**config.mk**
```make
export PLATFORM = sky130hd
export DESIGN_NAME = aobsc_top
export DESIGN_NICKNAME = d
export VERILOG_FILES = /design/src/rtl/aobsc_pkg.sv /design/src/rtl/aobsc_interlock.sv /design/src/rtl/aobsc_top.sv
export VERILOG_INCLUDE_DIRS = /design/src /design/src/rtl
export SDC_FILE = /design/constraint.sdc
export NUM_CORES = 1
export LEC_CHECK = 0
export BUFFER_PORTS_ARGS = -buffer_cell sky130_fd_sc_hd__buf_2
export CAP_MARGIN = 0
export CORE_ASPECT_RATIO = 1.1
export CORE_MARGIN = 2
export CORE_UTILIZATION = 35
export CTS_BUF_LIST = sky130_fd_sc_hd__clkbuf_2 sky130_fd_sc_hd__clkbuf_4 sky130_fd_sc_hd__clkbuf_8
export CTS_CLUSTER_DIAMETER = 50
export DETAILED_ROUTE_END_ITERATION = 16
export PLACE_DENSITY_LB_ADDON = 0.08
export REMOVE_ABC_BUFFERS = 1
export SLEW_MARGIN = 20
export SYNTH_ARGS = -nofsm -noshare
export SYNTH_HDL_FRONTEND = slang
export SYNTH_HIERARCHICAL = 1
export SYNTH_SLANG_ARGS = --single-unit
```
**constraint.sdc**
```tcl
create_clock -name sys_clk -period 2 [get_ports sys_clk]
set_input_delay 0.1 -clock sys_clk [delete_from_list [all_inputs] [get_ports sys_clk]]
set_output_delay 0.1 -clock sys_clk [all_outputs]
set_load 0.05 [all_outputs]
```
**src/rtl/aobsc_defs.svh**
```systemverilog
// Register indices, field positions and reset values of the angle output slave
`ifndef AOBSC_DEFS_SVH
`define AOBSC_DEFS_SVH

// Register indices inside the window; byte address is four times the index
`define AOBSC_IDX_ANGLE0      2'h0
`define AOBSC_IDX_ANGLE1      2'h1
`define AOBSC_IDX_CSR         2'h2
`define AOBSC_IDX_RELAY_STAT  2'h3
`define AOBSC_ADDR_ANGLE0     12'h000
`define AOBSC_ADDR_ANGLE1     12'h004
`define AOBSC_ADDR_CSR        12'h008
`define AOBSC_ADDR_RELAY_STAT 12'h00C
// Number of register indices in the window
`define AOBSC_WINDOW_REGS     4

// Control/status bit positions within the 16-bit register word
`define AOBSC_CSR_FAIL_OFF_BIT 15
`define AOBSC_CSR_FIELD0_BIT   14
`define AOBSC_CSR_LOOP0_BIT    13
`define AOBSC_CSR_FIELD1_BIT   12
`define AOBSC_CSR_LOOP1_BIT    11
`define AOBSC_CSR_LSB          11
`define AOBSC_CSR_WIDTH        5

// Reset values
`define AOBSC_BYTE_RST     8'h00
`define AOBSC_CSR_RST      5'h00
`define AOBSC_PRDATA_RST   32'h0000_0000
`define AOBSC_FAIL_LIT_RST 1'h1

`endif

```
**src/rtl/aobsc_pkg.sv**
```systemverilog
// Types shared by the angle output slave modules
package aobsc_pkg;

  // Register selected by the current bus address
  typedef enum logic [4:0] {
    AOBSC_SEL_ANGLE0 = 5'b00001,
    AOBSC_SEL_ANGLE1 = 5'b00010,
    AOBSC_SEL_CSR    = 5'b00100,
    AOBSC_SEL_STAT   = 5'b01000,
    AOBSC_SEL_NONE   = 5'b10000
  } aobsc_sel_type;

  // Control/status register contents, msb first as laid out in the word
  typedef struct packed {
    logic fail_off;
    logic field_connect_chan0;
    logic loopback_connect_chan0;
    logic field_connect_chan1;
    logic loopback_connect_chan1;
  } aobsc_csr_type;

  // Whole state of the top module
  typedef struct packed {
    logic [3:0][7:0] angle_bytes;
    aobsc_csr_type   control_status_reg;
    logic            pready;
    logic            pslverr;
    logic [31:0]     prdata;
    logic            fail_led_lit;
    logic            chan0_field_relay;
    logic            chan1_field_relay;
    logic [1:0]      angle_load;
  } aobsc_top_state_type;

  // Whole state of the loopback interlock
  typedef struct packed {
    logic chan0_loopback_relay;
    logic chan1_loopback_relay;
  } aobsc_lock_state_type;

endpackage

```
**src/rtl/aobsc_interlock.sv**
```systemverilog
// Loopback relay interlock: at most one channel on the test backplane
`timescale 1ns/10ps
`default_nettype none

module aobsc_interlock (
  input  wire logic sys_clk,
  input  wire logic nrst,
  input  wire logic loop_req_chan0,
  input  wire logic loop_req_chan1,
  output logic      chan0_loopback_relay,
  output logic      chan1_loopback_relay
);
  import aobsc_pkg::*;

  aobsc_lock_state_type state_reg;
  aobsc_lock_state_type state_next;

  logic grant0;
  logic grant1;

  always_comb begin
    // A relay may only close while the other is open; the holder keeps it
    grant0 = loop_req_chan0 & ~state_reg.chan1_loopback_relay;          // [RULE10] [RULE14]
    // Same-cycle request from idle goes to channel 0
    grant1 = loop_req_chan1 & ~state_reg.chan0_loopback_relay & ~grant0; // [RULE10] [RULE14]
    state_next                      = state_reg;
    state_next.chan0_loopback_relay = grant0;
    state_next.chan1_loopback_relay = grant1;
  end

  always_ff @(posedge sys_clk or negedge nrst) begin
    if (!nrst) begin
      state_reg.chan0_loopback_relay <= 1'b0; // [RULE6]
      state_reg.chan1_loopback_relay <= 1'b0; // [RULE6]
    end else begin
      state_reg <= state_next;
    end
  end

  assign chan0_loopback_relay = state_reg.chan0_loopback_relay;
  assign chan1_loopback_relay = state_reg.chan1_loopback_relay;

endmodule // aobsc_interlock

`default_nettype wire

```
**src/rtl/aobsc_top.sv**
```systemverilog
// APB register slave for the dual-channel angle output board
//
// Register access over APB and the register offsets were decided locally.
`timescale 1ns/10ps
`default_nettype none
`include "aobsc_defs.svh"

// Contract
// RULE1: Accept byte and word writes via strobes
// RULE2: Decode word address to pick the register
// RULE3: Acknowledge every addressed transfer
// RULE4: Four byte-wide angle data registers
// RULE5: Five-bit control register drives LED, relays
// RULE6: Reset clears all registers, relays open
// RULE7: Fail indicator lit while its bit clear
// RULE8: Angle registers hold value until rewritten
// RULE9: Two field relays, two loopback relays
// RULE10: Interlock keeps loopback relays mutually exclusive
// RULE11: Software can open field relays
// RULE12: Master drives isolation via loopback bits
// RULE13: Bits 14..11 map to the four relays
// RULE14: First loopback relay set keeps priority
// RULE15: Device window spans four register words
// RULE16: Byte pairs form each channel angle word
module aobsc_top #(
  parameter int ADDR_W = 12
) (
  input  wire logic              sys_clk,
  input  wire logic              nrst,
  input  wire logic              psel,
  input  wire logic              penable,
  input  wire logic              pwrite,
  input  wire logic [ADDR_W-1:0] paddr,
  input  wire logic [31:0]       pwdata,
  input  wire logic [3:0]        pstrb,
  output logic [31:0]            prdata,
  output logic                   pready,
  output logic                   pslverr,
  output logic [15:0]            angle_chan0,
  output logic [15:0]            angle_chan1,
  output logic                   angle_load_chan0,
  output logic                   angle_load_chan1,
  output logic                   fail_led_lit,
  output logic                   chan0_field_relay,
  output logic                   chan1_field_relay,
  output logic                   chan0_loopback_relay,
  output logic                   chan1_loopback_relay
);
  import aobsc_pkg::*;

  // The decode needs the two index bits plus the byte bits
  generate
    if (ADDR_W < 4) begin : g_bad_addr_w
      $error("aobsc_top: ADDR_W must be at least 4");
    end
  endgenerate

  aobsc_top_state_type state_reg;
  aobsc_top_state_type state_next;

  aobsc_sel_type sel;
  logic          in_window;
  logic [1:0]    reg_index;
  logic          setup_phase;
  logic          access_done;
  logic          wr_done;
  logic [15:0]   rd_word;
  logic [15:0]   wdata16;
  logic [4:0]    csr_bits;
  logic [4:0]    relay_bits;
  logic          lock_loop0;
  logic          lock_loop1;

  // Address decode: window check, then the word index
  always_comb begin
    in_window = (paddr >> 4) == '0;             // [RULE15]
    reg_index = paddr[3:2];                     // [RULE2]
    if (!in_window) begin
      sel = AOBSC_SEL_NONE;
    end else if (reg_index == `AOBSC_IDX_ANGLE0) begin
      sel = AOBSC_SEL_ANGLE0;                   // [RULE2]
    end else if (reg_index == `AOBSC_IDX_ANGLE1) begin
      sel = AOBSC_SEL_ANGLE1;                   // [RULE2]
    end else if (reg_index == `AOBSC_IDX_CSR) begin
      sel = AOBSC_SEL_CSR;                      // [RULE2]
    end else begin
      sel = AOBSC_SEL_STAT;
    end
  end

  // Bus phases: answer is prepared in setup, taken in the access phase
  always_comb begin
    setup_phase = psel & ~penable;
    access_done = psel & penable & state_reg.pready;   // [RULE3]
    wr_done     = access_done & pwrite & ~state_reg.pslverr;
    wdata16     = pwdata[15:0];
    csr_bits    = state_reg.control_status_reg;
    relay_bits  = {state_reg.fail_led_lit,
                   state_reg.chan0_field_relay,
                   lock_loop0,
                   state_reg.chan1_field_relay,
                   lock_loop1};
  end

  // Read value of the selected register, narrow data in the low half
  always_comb begin
    rd_word = 16'h0000;
    case (sel)
      AOBSC_SEL_ANGLE0: begin
        rd_word = {state_reg.angle_bytes[1], state_reg.angle_bytes[0]}; // [RULE16]
      end
      AOBSC_SEL_ANGLE1: begin
        rd_word = {state_reg.angle_bytes[3], state_reg.angle_bytes[2]}; // [RULE16]
      end
      AOBSC_SEL_CSR: begin
        rd_word = {csr_bits, 11'h000};
      end
      AOBSC_SEL_STAT: begin
        rd_word = {relay_bits, 11'h000};
      end
      default: begin
        rd_word = 16'h0000;
      end
    endcase
  end

  // Next state
  always_comb begin
    state_next            = state_reg;
    state_next.angle_load = 2'b00;

    // Ready rises in the first access cycle and falls after it
    state_next.pready = setup_phase;                                   // [RULE3]
    if (setup_phase) begin
      state_next.pslverr = (sel == AOBSC_SEL_NONE) ||
                           ((sel == AOBSC_SEL_STAT) && pwrite);
      if (pwrite || (sel == AOBSC_SEL_NONE)) begin
        state_next.prdata = `AOBSC_PRDATA_RST;
      end else begin
        state_next.prdata = {16'h0000, rd_word};
      end
    end else if (!psel) begin
      state_next.pslverr = 1'b0;
      state_next.prdata  = `AOBSC_PRDATA_RST;
    end

    // Angle byte registers keep their value unless their lane is written
    if (wr_done && (sel == AOBSC_SEL_ANGLE0)) begin
      if (pstrb[0]) begin
        state_next.angle_bytes[0] = wdata16[7:0];                      // [RULE1] [RULE4]
      end
      if (pstrb[1]) begin
        state_next.angle_bytes[1] = wdata16[15:8];                     // [RULE1] [RULE4]
      end
      state_next.angle_load[0] = pstrb[0] | pstrb[1];                   // [RULE8]
    end else if (wr_done && (sel == AOBSC_SEL_ANGLE1)) begin
      if (pstrb[0]) begin
        state_next.angle_bytes[2] = wdata16[7:0];                      // [RULE1] [RULE4]
      end
      if (pstrb[1]) begin
        state_next.angle_bytes[3] = wdata16[15:8];                     // [RULE1] [RULE4]
      end
      state_next.angle_load[1] = pstrb[0] | pstrb[1];                   // [RULE8]
    end else if (wr_done && (sel == AOBSC_SEL_CSR) && pstrb[1]) begin
      // All five control bits sit in the upper byte lane
      state_next.control_status_reg = aobsc_csr_type'(
        wdata16[`AOBSC_CSR_FAIL_OFF_BIT:`AOBSC_CSR_LSB]);              // [RULE5] [RULE12]
    end

    // Indicator and field relays follow the control bits one edge later
    state_next.fail_led_lit      = ~state_reg.control_status_reg.fail_off;             // [RULE7]
    state_next.chan0_field_relay = state_reg.control_status_reg.field_connect_chan0;   // [RULE9] [RULE11] [RULE13]
    state_next.chan1_field_relay = state_reg.control_status_reg.field_connect_chan1;   // [RULE9] [RULE11] [RULE13]
  end

  always_ff @(posedge sys_clk or negedge nrst) begin
    if (!nrst) begin
      state_reg.angle_bytes[0]    <= `AOBSC_BYTE_RST;                  // [RULE6]
      state_reg.angle_bytes[1]    <= `AOBSC_BYTE_RST;                  // [RULE6]
      state_reg.angle_bytes[2]    <= `AOBSC_BYTE_RST;                  // [RULE6]
      state_reg.angle_bytes[3]    <= `AOBSC_BYTE_RST;                  // [RULE6]
      state_reg.control_status_reg               <= aobsc_csr_type'(`AOBSC_CSR_RST);  // [RULE6]
      state_reg.pready            <= 1'b0;
      state_reg.pslverr           <= 1'b0;
      state_reg.prdata            <= `AOBSC_PRDATA_RST;
      state_reg.fail_led_lit      <= `AOBSC_FAIL_LIT_RST;              // [RULE7]
      state_reg.chan0_field_relay <= 1'b0;                             // [RULE6]
      state_reg.chan1_field_relay <= 1'b0;                             // [RULE6]
      state_reg.angle_load        <= 2'b00;
    end else begin
      state_reg <= state_next;
    end
  end

  // Loopback relays pass through the interlock
  aobsc_interlock u_interlock (
    .sys_clk              (sys_clk),
    .nrst                 (nrst),
    .loop_req_chan0       (state_reg.control_status_reg.loopback_connect_chan0),       // [RULE13]
    .loop_req_chan1       (state_reg.control_status_reg.loopback_connect_chan1),       // [RULE13]
    .chan0_loopback_relay (lock_loop0),
    .chan1_loopback_relay (lock_loop1)
  );

  assign prdata               = state_reg.prdata;
  assign pready               = state_reg.pready;
  assign pslverr              = state_reg.pslverr;
  assign angle_chan0          = {state_reg.angle_bytes[1], state_reg.angle_bytes[0]}; // [RULE16]
  assign angle_chan1          = {state_reg.angle_bytes[3], state_reg.angle_bytes[2]}; // [RULE16]
  assign angle_load_chan0     = state_reg.angle_load[0];
  assign angle_load_chan1     = state_reg.angle_load[1];
  assign fail_led_lit         = state_reg.fail_led_lit;
  assign chan0_field_relay    = state_reg.chan0_field_relay;
  assign chan1_field_relay    = state_reg.chan1_field_relay;
  assign chan0_loopback_relay = lock_loop0;                             // [RULE9]
  assign chan1_loopback_relay = lock_loop1;                             // [RULE9]

endmodule // aobsc_top

`default_nettype wire

```
== Word-level counts from Yosys, hierarchy flattened ==
Index checks and enable logic that the tools add are counted.

* Flip-flop bits (word level): 78
* Input bits: 53
* Logic and storage cells: 68

* Eq/ne operators: 8
* Muxes and demuxes: 11
* Bitwise gates (word level): 17
* Reduce and logical (&&, ||, !) cells: 14

{| class="wikitable"
|+ Operators with widths
! operator !! count
|-
| 33-bit 2-to-1 mux || 2
|-
| 16-bit case mux with 4 select lines || 1
|-
| 16-bit 2-to-1 mux || 1
|-
| 12-bit logical NOT || 1
|-
| 4-bit 2-to-1 mux || 3
|-
| 3-bit AND reduction || 3
|-
| 1-bit AND || 8
|-
| 1-bit inverter || 8
|-
| 5-bit by 1-bit equality test with 1-bit output, second input constant || 1
|-
| 5-bit by 2-bit equality test with 1-bit output, second input constant || 1
|-
| 5-bit by 3-bit equality test with 1-bit output, second input constant || 1
|-
| 5-bit by 4-bit equality test with 1-bit output, second input constant || 1
|-
| 5-bit equality test, second input constant || 1
|-
| 1-bit logical AND || 5
|-
| 5-bit 2-to-1 mux || 1
|-
| 2-bit AND reduction || 2
|-
| 1-bit 2-to-1 mux || 3
|-
| 2-bit by 1-bit equality test with 1-bit output, second input constant || 1
|-
| 2-bit equality test, second input constant || 1
|-
| 2-bit logical NOT || 1
|-
| 1-bit logical OR || 2
|-
| 2-bit by 1-bit != test with 1-bit output, second input constant || 1
|-
| 1-bit bitwise OR || 1
|}

== Logic depth before layout (Yosys ltp) ==
Gate-level depths: netlist of run 1.

* Word-level depth: 9
* Mapped depth: 6
* Depth with buffers taken out: 4

== Hierarchy ==
Netlist of run 1, hierarchy kept.

{| class="wikitable"
|+ By module, submodules not included
! module !! instances !! cells each !! area an instance (um^2)
|-
| aobsc_top || 1 || 201 || 2657.5
|-
| aobsc_interlock || 1 || 4 || 76.3
|}

== Worst setup path before layout of run 1 ==
OpenSTA, ideal clock, no wires.

* Path kind: flip-flop to flip-flop
* Start point: register, netlist name pready
* End point: register state_reg, in the netlist angle_chan0[13]
* Setup time: 128 ps
* Arrival time: 1711 ps
* Required time: 1872 ps
* Slack: 162 ps
* Stages on the path, launching flop included: 5
* Cell sequence: dfrtp_1 > nand4_1 > nor4_4 > nand2_2 > mux2_1

* Word-level cells in the longest chain between the ends: 5

{| class="wikitable"
|+ Ends and longest elaborated chain
! what !! line !! source
|-
| 1-bit AND || aobsc_top.sv:94 || <nowiki>access_done = psel & penable & state_reg.pready;</nowiki>
|-
| 1-bit AND (2 in a row) || aobsc_top.sv:95 || <nowiki>wr_done = access_done & pwrite & ~state_reg.pslverr;</nowiki>
|-
| 1-bit logical AND || aobsc_top.sv:148 || <nowiki>if (wr_done && (sel == AOBSC_SEL_ANGLE0)) begin</nowiki>
|-
| 2-bit AND reduction (no source line) || - ||
|-
| end signal, assigned || aobsc_top.sv:191 || <nowiki>state_reg <= state_next;</nowiki>
|-
| end, declared || aobsc_top.sv:58 || <nowiki>aobsc_top_state_type state_reg;</nowiki>
|}

Every way passes these cells.
A chain may end at the register's enable or synchronous reset.

== Worst setup path in the final report of run 1 ==
* Start point: register, netlist name pready
* End point: register state_reg, in the netlist angle_chan1[14]

* Word-level cells in the longest chain between the ends: 6

{| class="wikitable"
|+ Ends and longest elaborated chain
! what !! line
|-
| 1-bit AND * || aobsc_top.sv:94
|-
| 1-bit AND * (2 in a row) || aobsc_top.sv:95
|-
| 1-bit logical AND || aobsc_top.sv:148
|-
| 1-bit inverter (no source line) || -
|-
| 3-bit AND reduction (no source line) * || -
|}

Every way passes the cells marked *; elsewhere a longest branch is shown, timed or not.

==> metrics, run 1 <==
Data required, critical path=~2.2 ns; core area=approximately 0.0075 mm²; critical path class=reg -> reg; slack of the critical path=between 0.3 and 0.4 ns; cts bufs inserted=9; Synth Area in Adders=0%; Max Cap Viol=0; starting density of the core=around 36%; Pleak=2.06 nW; CTS clk-pin slew, worst paths=about 0.070 ns; Fin Hold WS=between 0.005 and 0.006 ns; number of port buffers=89; worst-skew pair later-pin latency=0.34 ns; # diodes=0; Synth Instances=approximately 210; PD cells=678 mW/mm²; Clock Sinks=62; # DRC=0; post-synthesis simple-gate area fraction=11.8%; Final nets=about 370; DP Cell Count=400; CTS max path bufs=2; Tot GR Track Use=between 15 and 20%; row count=33; Cell Count, Final, Fillers Out=between 400 and 500; Critical Path Source Type=flip-flop; Peak supply drop=0.395 mV; fin. max-slew vios=0; final setup vio count=0; Post-CTS Resized=0; register area share after synthesis=~57%; Multi-input gate area=between 0.001 and 0.0015 mm²; CTS root buf=clkbuf_8; RSZ-0062 raised after global routing=no; Chip Height=a little under 100 µm; hold-critical path depth=2; Synth Area in Compound Gates=7.37%; Setup Fix Bufs, Post-CTS=0; Cell variety after synth=34; flop and latch count out of synthesis=between 60 and 70; Post-Synth XOR/XNOR Area=0%; Avg WL per Cell=approximately 16 µm; Yosys warnings=6; first-pass GRT wire length=between 10,000 and 15,000 µm; initial antenna violation count=0; gpl congestion=around 0.75; die area=approximately 0.0085 mm²; number of top-level pins=about 130; post-route clock skew=just under 0.01 ns; global route total overflow=0; Setup TNS Final=0 ns; Crit. End Element=flip-flop; layout cell share with drive strength beyond 1=50.5%; Final period util=between 80% and 90%; utilization after layout=48.0%; largest net degree at the start of global routing=between 60 and 70; fillcell total=736; Syn-to-layout area delta=31.9%; proportion of synthesized area in mux cells=~17%; crit path DAT=between 1.5 and 2 ns; Period minus WS final=about 1.6 ns; DR iter-0 viols=88; Die X=~88 µm; first-pass iteration count of the detailed router=5; DR vias=slightly above 2,000; Worst Hold Class=in -> reg; pre-CTS setup slack=between 0.1 and 0.15 ns; remaining antenna violation count after routing=0; CTS tree=yes; Register Area=~0.0016 mm²; CP Max Fanout=9; WL final=about 6800 µm; Synth Cell Area=0.00273 mm²; final hold violations=0; Post-CTS Hold Buffers=12; main combinational cell family by area after synthesis=multiplexers; Post-Syn Area per Cell=13.3 µm²; vias in the first global route=2,066; DP HPWL=about 4600 µm; htree depth=3; status=finished, final reports clean; vias per std cell=between 4 and 5; f_max=around 0.61 GHz; depth of the worst register-to-register path=4
==> cell type report <==
type / count / share of cell area, %
Clock buffer: 12 / 4.23
Multi-Input combinational cell: 126 / 29.1
Inverter: 8 / 0.833
Timing Repair Buffer: 111 / 18.5
Sequential cell: 62 / 43.1
Clock inverter: 4 / 0.625
Tap cell: 105 / 3.64
==> registers in the layout (all words and copies together) (netlist names) <==
signal                            count
pslverr                               1
csr_bits                              5
angle_chan0                          16
u_interlock/chan1_loopback_relay      1
chan1_field_relay                     1
angle_chan1                          16
fail_led_lit                          1
u_interlock/chan0_loopback_relay      1
prdata                               16
angle_load_chan0                      1
angle_load_chan1                      1
pready                                1
chan0_field_relay                     1
==> path summary, 6_finish.rpt <==
kind | from | endpoint | slack [ns]
hold / removal | pwdata[13] | angle_chan0[13]$_DFFE_PN0P_ | 0.005
setup reg to reg | pready$_DFF_PN0_ | angle_chan1[14]$_DFFE_PN0P_ | 0.37
min in group asynchronous | nrst | u_interlock/chan1_loopback_relay$_DFF_PN0_ | 0.30
setup / recovery | pready$_DFF_PN0_ | angle_chan1[14]$_DFFE_PN0P_ | 0.37
hold reg to reg | csr_bits[3]$_DFFE_PN0P_ | chan0_field_relay$_DFF_PN0_ | 0.40
max in group asynchronous | nrst | fail_led_lit$_DFF_PN1_ | 1.38
==> metal layers <==
layer / up-vias / track usage, % / share of wire [%]
li1: 938 / - / -
met1: 1015 / 22.0 / 44
met2: 82 / 25.3 / 48
met3: 11 / 4.18 / 5.9
met4: 0 / 5.59 / 1.7
met5: - / 0 / 0
==> worst max-delay path: stages (launching register included) <==
cell	delay, ns
dfrtp_1	0.35
nand4_1	0.22
nor4_4	0.34
nand2_2	0.27
mux2_2	0.34
==> per-stage QoR <==
| stage | cell area (µm²) | power, W |
|---|---|---|
| 5_1_grt | 3600 | 0.00255 |
| 2_1_floorplan | 2630 | 0.00138 |
| 4_1_cts | 3600 | 0.00248 |
| 6_report | 3600 | 0.00245 |
| 3_3_place_gp | 3310 | 0.00147 |
| 3_5_place_dp | 3310 | 0.00147 |
==> cell usage after synthesis <==
cell type	number	area (µm²)
dfrtp_1	61	1530
nor2b_4	1	13.8
nor2_1	2	7.51
nand2b_1	1	6.26
nor4_4	2	42.5
clkbuf_1	4	15.0
or4_1	2	15.0
buf_4	17	128
and2_1	3	18.8
nand4_1	1	6.26
mux2_2	35	394
nand2_1	5	18.8
and3_1	11	68.8
a22oi_1	1	7.51
or3b_2	1	8.76
a222oi_1	4	40.0
buf_2	3	15.0
inv_1	8	30.0
dfstp_2	1	26.3
nand2_2	4	25.0
nor3_2	1	10.0
a21oi_1	1	5.00
nor3b_4	1	18.8
a311oi_1	1	8.76
conb_1	1	3.75
a221o_1	11	110
mux2i_1	5	50.1
nor4_2	1	12.5
nand3_1	5	25.0
nor2b_1	1	6.26
nor3b_2	1	12.5
o21ai_0	6	30.0
nor3_1	1	5.00
mux2_1	2	22.5
==> power breakdown <==
part / total (W) / switching (W) / internal [W]
Clock: 0.000979 / 0.000475 / 0.000505
Sequential: 0.00126 / 0.00000372 / 0.00126
Combinational: 0.000206 / 0.000149 / 0.0000567
==> placed cells by master, fill, tap and decap left out, types with 2 or more instances in the layout <==
cell type / count
mux2i_1: 5
nand2_2: 4
buf_4: 8
dfrtp_1: 61
a222oi_1: 4
clkinv_2: 3
buf_2: 89
mux2_2: 35
clkbuf_8: 10
mux2_1: 2
nand3_1: 5
or4_1: 2
conb_1: 16
inv_1: 8
o21ai_0: 6
clkbuf_4: 2
nand2_1: 5
and3_1: 11
nor4_4: 2
buf_12: 2
dlygate4sd3_1: 12
nor2_1: 2
a221o_1: 11
and2_1: 3
==> logic make-up after synthesis <==
logic type / after synthesis
buffers and inverters: 32
AOI/OAI and AO/OA: 24
muxes: 42
other: 1
and+or+nand+nor: 44
DFF: 62
Power figures use the tool's default switching activity.
==> run 2, diff against run 1 <==
==> constraint.sdc (replaced) <==
create_clock -name sys_clk -period 1.4 [get_ports sys_clk]
set_input_delay 0.07 -clock sys_clk [delete_from_list [all_inputs] [get_ports sys_clk]]
set_output_delay 0.07 -clock sys_clk [all_outputs]
set_load 0.05 [all_outputs]
==> metrics, run 2 (synthesis gave the netlist of run 1 again) <==
switching power=0.000900 W; cts bufs inserted=9; Crit. End Element=flip-flop; gpl congestion=between 0.7 and 0.8; DP HPWL=between 4000 and 5000 µm; Clock Sinks=62; slack of the critical path=-0.140 ns; CTS tree=yes; hold-critical path depth=2; remaining antenna violation count after routing=0; Peak supply drop=between 0.4 and 0.5 mV; global route total overflow=0; CP max-delay cell=dfrtp_1; register share of total power=50.0%; layout cell share with drive strength beyond 1=a little over half; R2R setup slack=-0.14 ns; DR vias=roughly 2,200; core area=roughly 0.0075 mm²; starting density of the core=36.4%; CP Max Fanout=5; crit-path cells=nand4_1 > buf_6 > nor4_4 > buf_6 > nand2_8 > mux2_4; DR iter-0 viols=between 80 and 90; R2R Path Start=pready$_DFF_PN0_; final hold violations=0; Avg WL per Cell=about 16 µm; Worst Hold Class=in -> reg; clock network fraction of total power=about two fifths; Sw Share=between 20 and 30%; final setup vio count=38; Die X=88.3 µm; # diodes=0; f_max=~0.65 GHz; Tot GR Track Use=between 10% and 20%; CTS max path bufs=2; post-route clock skew=between 0.007 and 0.008 ns; terminus of the critical flop-to-flop path=angle_chan0[1]$_DFFE_PN0P_; initial antenna violation count=0; Internal=between 0.002 and 0.003 W; number of port buffers=about 90; crit path DAT=1.76 ns; Final period util=110%; Data required, critical path=between 1.5 and 2 ns; Syn-to-layout area delta=42.8%; first-pass iteration count of the detailed router=4; WL final=~7000 µm; Worst Setup EP=angle_chan0[1]$_DFFE_PN0P_; number of top-level pins=roughly 130; status=finished with violations; Period minus WS final=approximately 1.5 ns; Critical Path Most Common Cell=buf_6; # DRC=0; Power, Total=~0.0036 W; die area=between 0.008 and 0.009 mm²; row count=33; largest net degree at the start of global routing=63; Worst path max stage delay=approximately 0.35 ns; htree depth=3; Critical Path Source Type=flip-flop; first-pass GRT wire length=11,000 µm; Final nets=~400; failing checks=negative setup slack; post-route cell area=0.00391 mm²; Chip Height=a little under 100 µm; vias per std cell=between 4 and 5; CTS clk-pin slew, worst paths=around 0.070 ns; Fin Hold WS=roughly 0.015 ns; Max Cap Viol=0; fin. max-slew vios=0; critical path class=reg -> reg; pre-CTS setup slack=-0.424 ns; most common cell after layout, fill and taps aside=buf_2; most frequent cells in the layout=89 x buf_2, 61 x dfrtp_1, 35 x mux2_2, 22 x buf_4, 16 x conb_1; PD cells=a little over 900 mW/mm²; CTS root buf=clkbuf_8; depth of the worst register-to-register path=6; worst-skew pair later-pin latency=approximately 0.33 ns; utilization after layout=roughly half; CP startpoint=pready$_DFF_PN0_; RSZ-0062 raised after global routing=yes; Pleak=between 2 and 2.5 nW; Comb pwr share=9.0%; placed inst area=0.00336 mm²; vias in the first global route=between 2,000 and 2,500
run 2: cell types whose count changed in the layout (fill, tap and decap cells not counted), moves of 4 or more:
cell,change
nand2_8,+5
buf_4,+14
buf_6,+4
nand2_2,-4
run 2: how the worst min path moves through the flow:
stage	start	to	slack, ns
after floorplan	nrst	angle_chan0[0]$_DFFE_PN0P_	-0.23
after CTS	pwdata[12]	angle_chan1[12]$_DFFE_PN0P_	0.002
after global routing	pwdata[13]	angle_chan1[13]$_DFFE_PN0P_	0.005
final	pwdata[12]	angle_chan1[12]$_DFFE_PN0P_	0.02
after global placement	nrst	u_interlock/chan1_loopback_relay$_DFF_PN0_	0.11
after detailed placement	nrst	u_interlock/chan1_loopback_relay$_DFF_PN0_	0.11
run 2: worst max-delay path, delay by kind of cell (launching register included):
family / cells / cell delay, ns
mux: 1 / 0.30
flops: 1 / 0.35
simple gates: 3 / 0.41
buf+inv: 2 / 0.37
run 2: per-layer routing:
layer  vias up  wire length (µm)  global-route usage, %
li1        994                 -                      -
met1      1070              3120                   22.4
met2        81              3410                   27.5
met3         5               418                   5.03
met4         0                57                   4.20
met5         -                 0                      0
run 2: what timing repair did:
| action | in CTS | in global routing |
|---|---|---|
| setup buffers | 8 | 1 |
| endpoints found under the hold margin | 85 | 1 |
| pin swaps | 7 | 3 |
| gates cloned | 2 | 0 |
| gates resized for setup | 17 | 4 |
| hold buffers | 13 | 1 |
| endpoints found under the setup margin | 39 | 47 |
run 2: power by group through the flow:
stage | combinational (W) | clock [W] | sequential, W
6_report | 0.000322 | 0.00148 | 0.00180
5_1_grt | 0.000351 | 0.00160 | 0.00180
4_1_cts | 0.000322 | 0.00151 | 0.00180
3_5_place_dp | 0.000286 | 0 | 0.00183
3_3_place_gp | 0.000286 | 0 | 0.00183
2_1_floorplan | 0.000119 | 0 | 0.00185
run 2: area by class of cell:
type	instances	area [µm²]
fill	698	3610
sequential	62	1550
multi-input combinational	128	1160
timing repair buffer	131	836
clock buffer	13	173
tap	105	131
inverter	8	30.0
clock inverter	3	17.5
run 2: metrics by stage:
stage	TNS, ns	cells
floorplan	-16.86	196
global placement	-18.63	409
detailed placement	-19.16	409
CTS	-3.93	448
global route	-6.81	450
finish	-3.42	450
==> run 3, diff against run 2 <==
==> constraint.sdc (replaced) <==
create_clock -name sys_clk -period 1.4 [get_ports sys_clk]
set_input_delay 0.07 -clock sys_clk [delete_from_list [all_inputs] [get_ports sys_clk]]
set_output_delay 0.07 -clock sys_clk [all_outputs]
set_load 0.1 [all_outputs]
==> metrics, run 3 (synthesis gave the netlist of run 1 again) <==
CP max-delay cell=dfrtp_1; # DRC=0; Final nets=395; Clock Sinks=62; DR vias=between 2,000 and 2,500; DP Cell Count=around 410; number of port buffers=89; slack of the critical path=-0.133 ns; first-pass iteration count of the detailed router=4; worst-skew pair later-pin latency=0.34 ns; final hold violations=0; Die X=between 80 and 90 µm; PD cells=around 950 mW/mm²; most common cell after layout, fill and taps aside=buf_2; largest net degree at the start of global routing=between 60 and 70; Data required, critical path=approximately 1.6 ns; die area=between 0.008 and 0.009 mm²; CP Max Fanout=9; post-route clock skew=~0.0070 ns; Pleak=2.22 nW; cts bufs inserted=9; vias in the first global route=about 2,200; fin. max-slew vios=0; number of top-level pins=roughly 130; Tot GR Track Use=roughly 18%; Crit. End Element=flip-flop; Chip Height=between 90 and 100 µm; htree depth=3; Peak supply drop=roughly 0.52 mV; DR iter-0 viols=119; failing checks=negative setup slack; pre-CTS setup slack=-0.417 ns; Critical Path Source Type=flip-flop; delay-heaviest family, CP=simple AND/OR/NAND/NOR gates; Period minus WS final=around 1.5 ns; crit-path cells=nand4_1 > buf_6 > nor4_4 > buf_6 > nand2_8 > mux2_4; DP HPWL=roughly 4800 µm; CTS tree=yes; Fin Hold WS=~0.013 ns; CTS root buf=clkbuf_8; RSZ-0062 raised after global routing=yes; crit path DAT=between 1.5 and 2 ns; initial antenna violation count=0; CP bufs+invs=2; f_max=0.652 GHz; fillcell total=~700; Final period util=109%; most frequent cells in the layout=87 x buf_2, 61 x dfrtp_1, 34 x mux2_2, 22 x buf_4, 16 x conb_1; Cell Count, Final, Fillers Out=between 400 and 500; gpl congestion=0.772; placed inst area=around 0.0034 mm²; vias per std cell=4.83; global route total overflow=0; remaining antenna violation count after routing=0; Worst Hold Class=in -> reg; critical path class=reg -> reg; final setup vio count=39; row count=33; Power, Total=0.00380 W; WL final=around 7200 µm; # diodes=0; starting density of the core=approximately 36%; Syn-to-layout area delta=45.6%; core area=around 0.0075 mm²; post-route cell area=approximately 0.0040 mm²; Worst path max stage delay=between 0.3 and 0.4 ns; CTS clk-pin slew, worst paths=around 0.070 ns; Critical Path Most Common Cell=buf_6; layout cell share with drive strength beyond 1=between 50% and 60%; CTS max path bufs=2; Max Cap Viol=0; first-pass GRT wire length=~11,000 µm; Avg WL per Cell=15.9 µm; status=finished with violations
## run 3: cell types whose count changed in the layout (fill, tap and decap cells not counted), sizes merged
cell | before | now
bufinv | 0 | 1
buf | 117 | 118
clkbuf | 13 | 12
## run 3: routing by layer
metal | GRT usage, % | part of all wire (%) | vias up
li1 | - | - | 994
met1 | 23.5 | 45 | 1085
met2 | 27.9 | 48 | 86
met3 | 5.12 | 4.8 | 14
met4 | 6.18 | 2.4 | 0
met5 | 0 | 0 | -
## run 3: worst register-to-register path, cell delays in order, from the launching register on
cell and delay (ns):
dfrtp_1 0.34, nand4_1 0.09, buf_6 0.14, nor4_4 0.26
buf_6 0.19, nand2_8 0.09, mux2_4 0.31
## run 3: what timing repair did
item	CTS	global route
cloned	2	0
hold endpoints to repair	88	0
pin swaps	7	6
setup endpoints to repair	39	49
gates resized for setup	19	6
hold buffers	14	0
buffers inserted	9	2
## run 3: cell type report
class,instances,area [µm²],area share [%]
clock buffer,11,145,3.65
clock inverter,4,47.5,1.19
inverter,8,30.0,0.754
multi-input combinational,128,1180,29.6
sequential,62,1550,39.0
tap,105,131,3.30
timing repair buffer,133,893,22.4
## run 3: worst paths after layout
check	slack (ns)	to	cells past startpoint	startpoint
min in group asynchronous	0.26	u_interlock/chan0_loopback_relay$_DFF_PN0_	3	nrst
max reg2reg	-0.13	angle_chan0[13]$_DFFE_PN0P_	6	pready$_DFF_PN0_
max	-0.13	angle_chan0[13]$_DFFE_PN0P_	6	pready$_DFF_PN0_
max in group asynchronous	0.82	fail_led_lit$_DFF_PN1_	3	nrst
min	0.01	csr_bits[3]$_DFFE_PN0P_	2	pwdata[14]
min reg2reg	0.41	chan1_field_relay$_DFF_PN0_	0	csr_bits[1]$_DFFE_PN0P_
## run 3: through the flow
step           setup TNS, ns  util [%]
3_3_place_gp          -18.69      45.0
5_1_grt                -6.45      53.0
4_1_cts                -4.07      52.2
3_5_place_dp          -18.91      45.0
2_1_floorplan         -31.75         -
6_report               -3.74      53.0
## run 3: where the power goes
| group | total (W) | leakage, nW | internal [W] | switching, W |
|---|---|---|---|---|
| logic | 0.000441 | 1.26 | 0.000109 | 0.000332 |
| registers | 0.00180 | 0.861 | 0.00180 | 0.00000479 |
| clock network | 0.00156 | 0.0986 | 0.000874 | 0.000685 |
| total | 0.00380 | 2.22 | 0.00278 | 0.00102 |
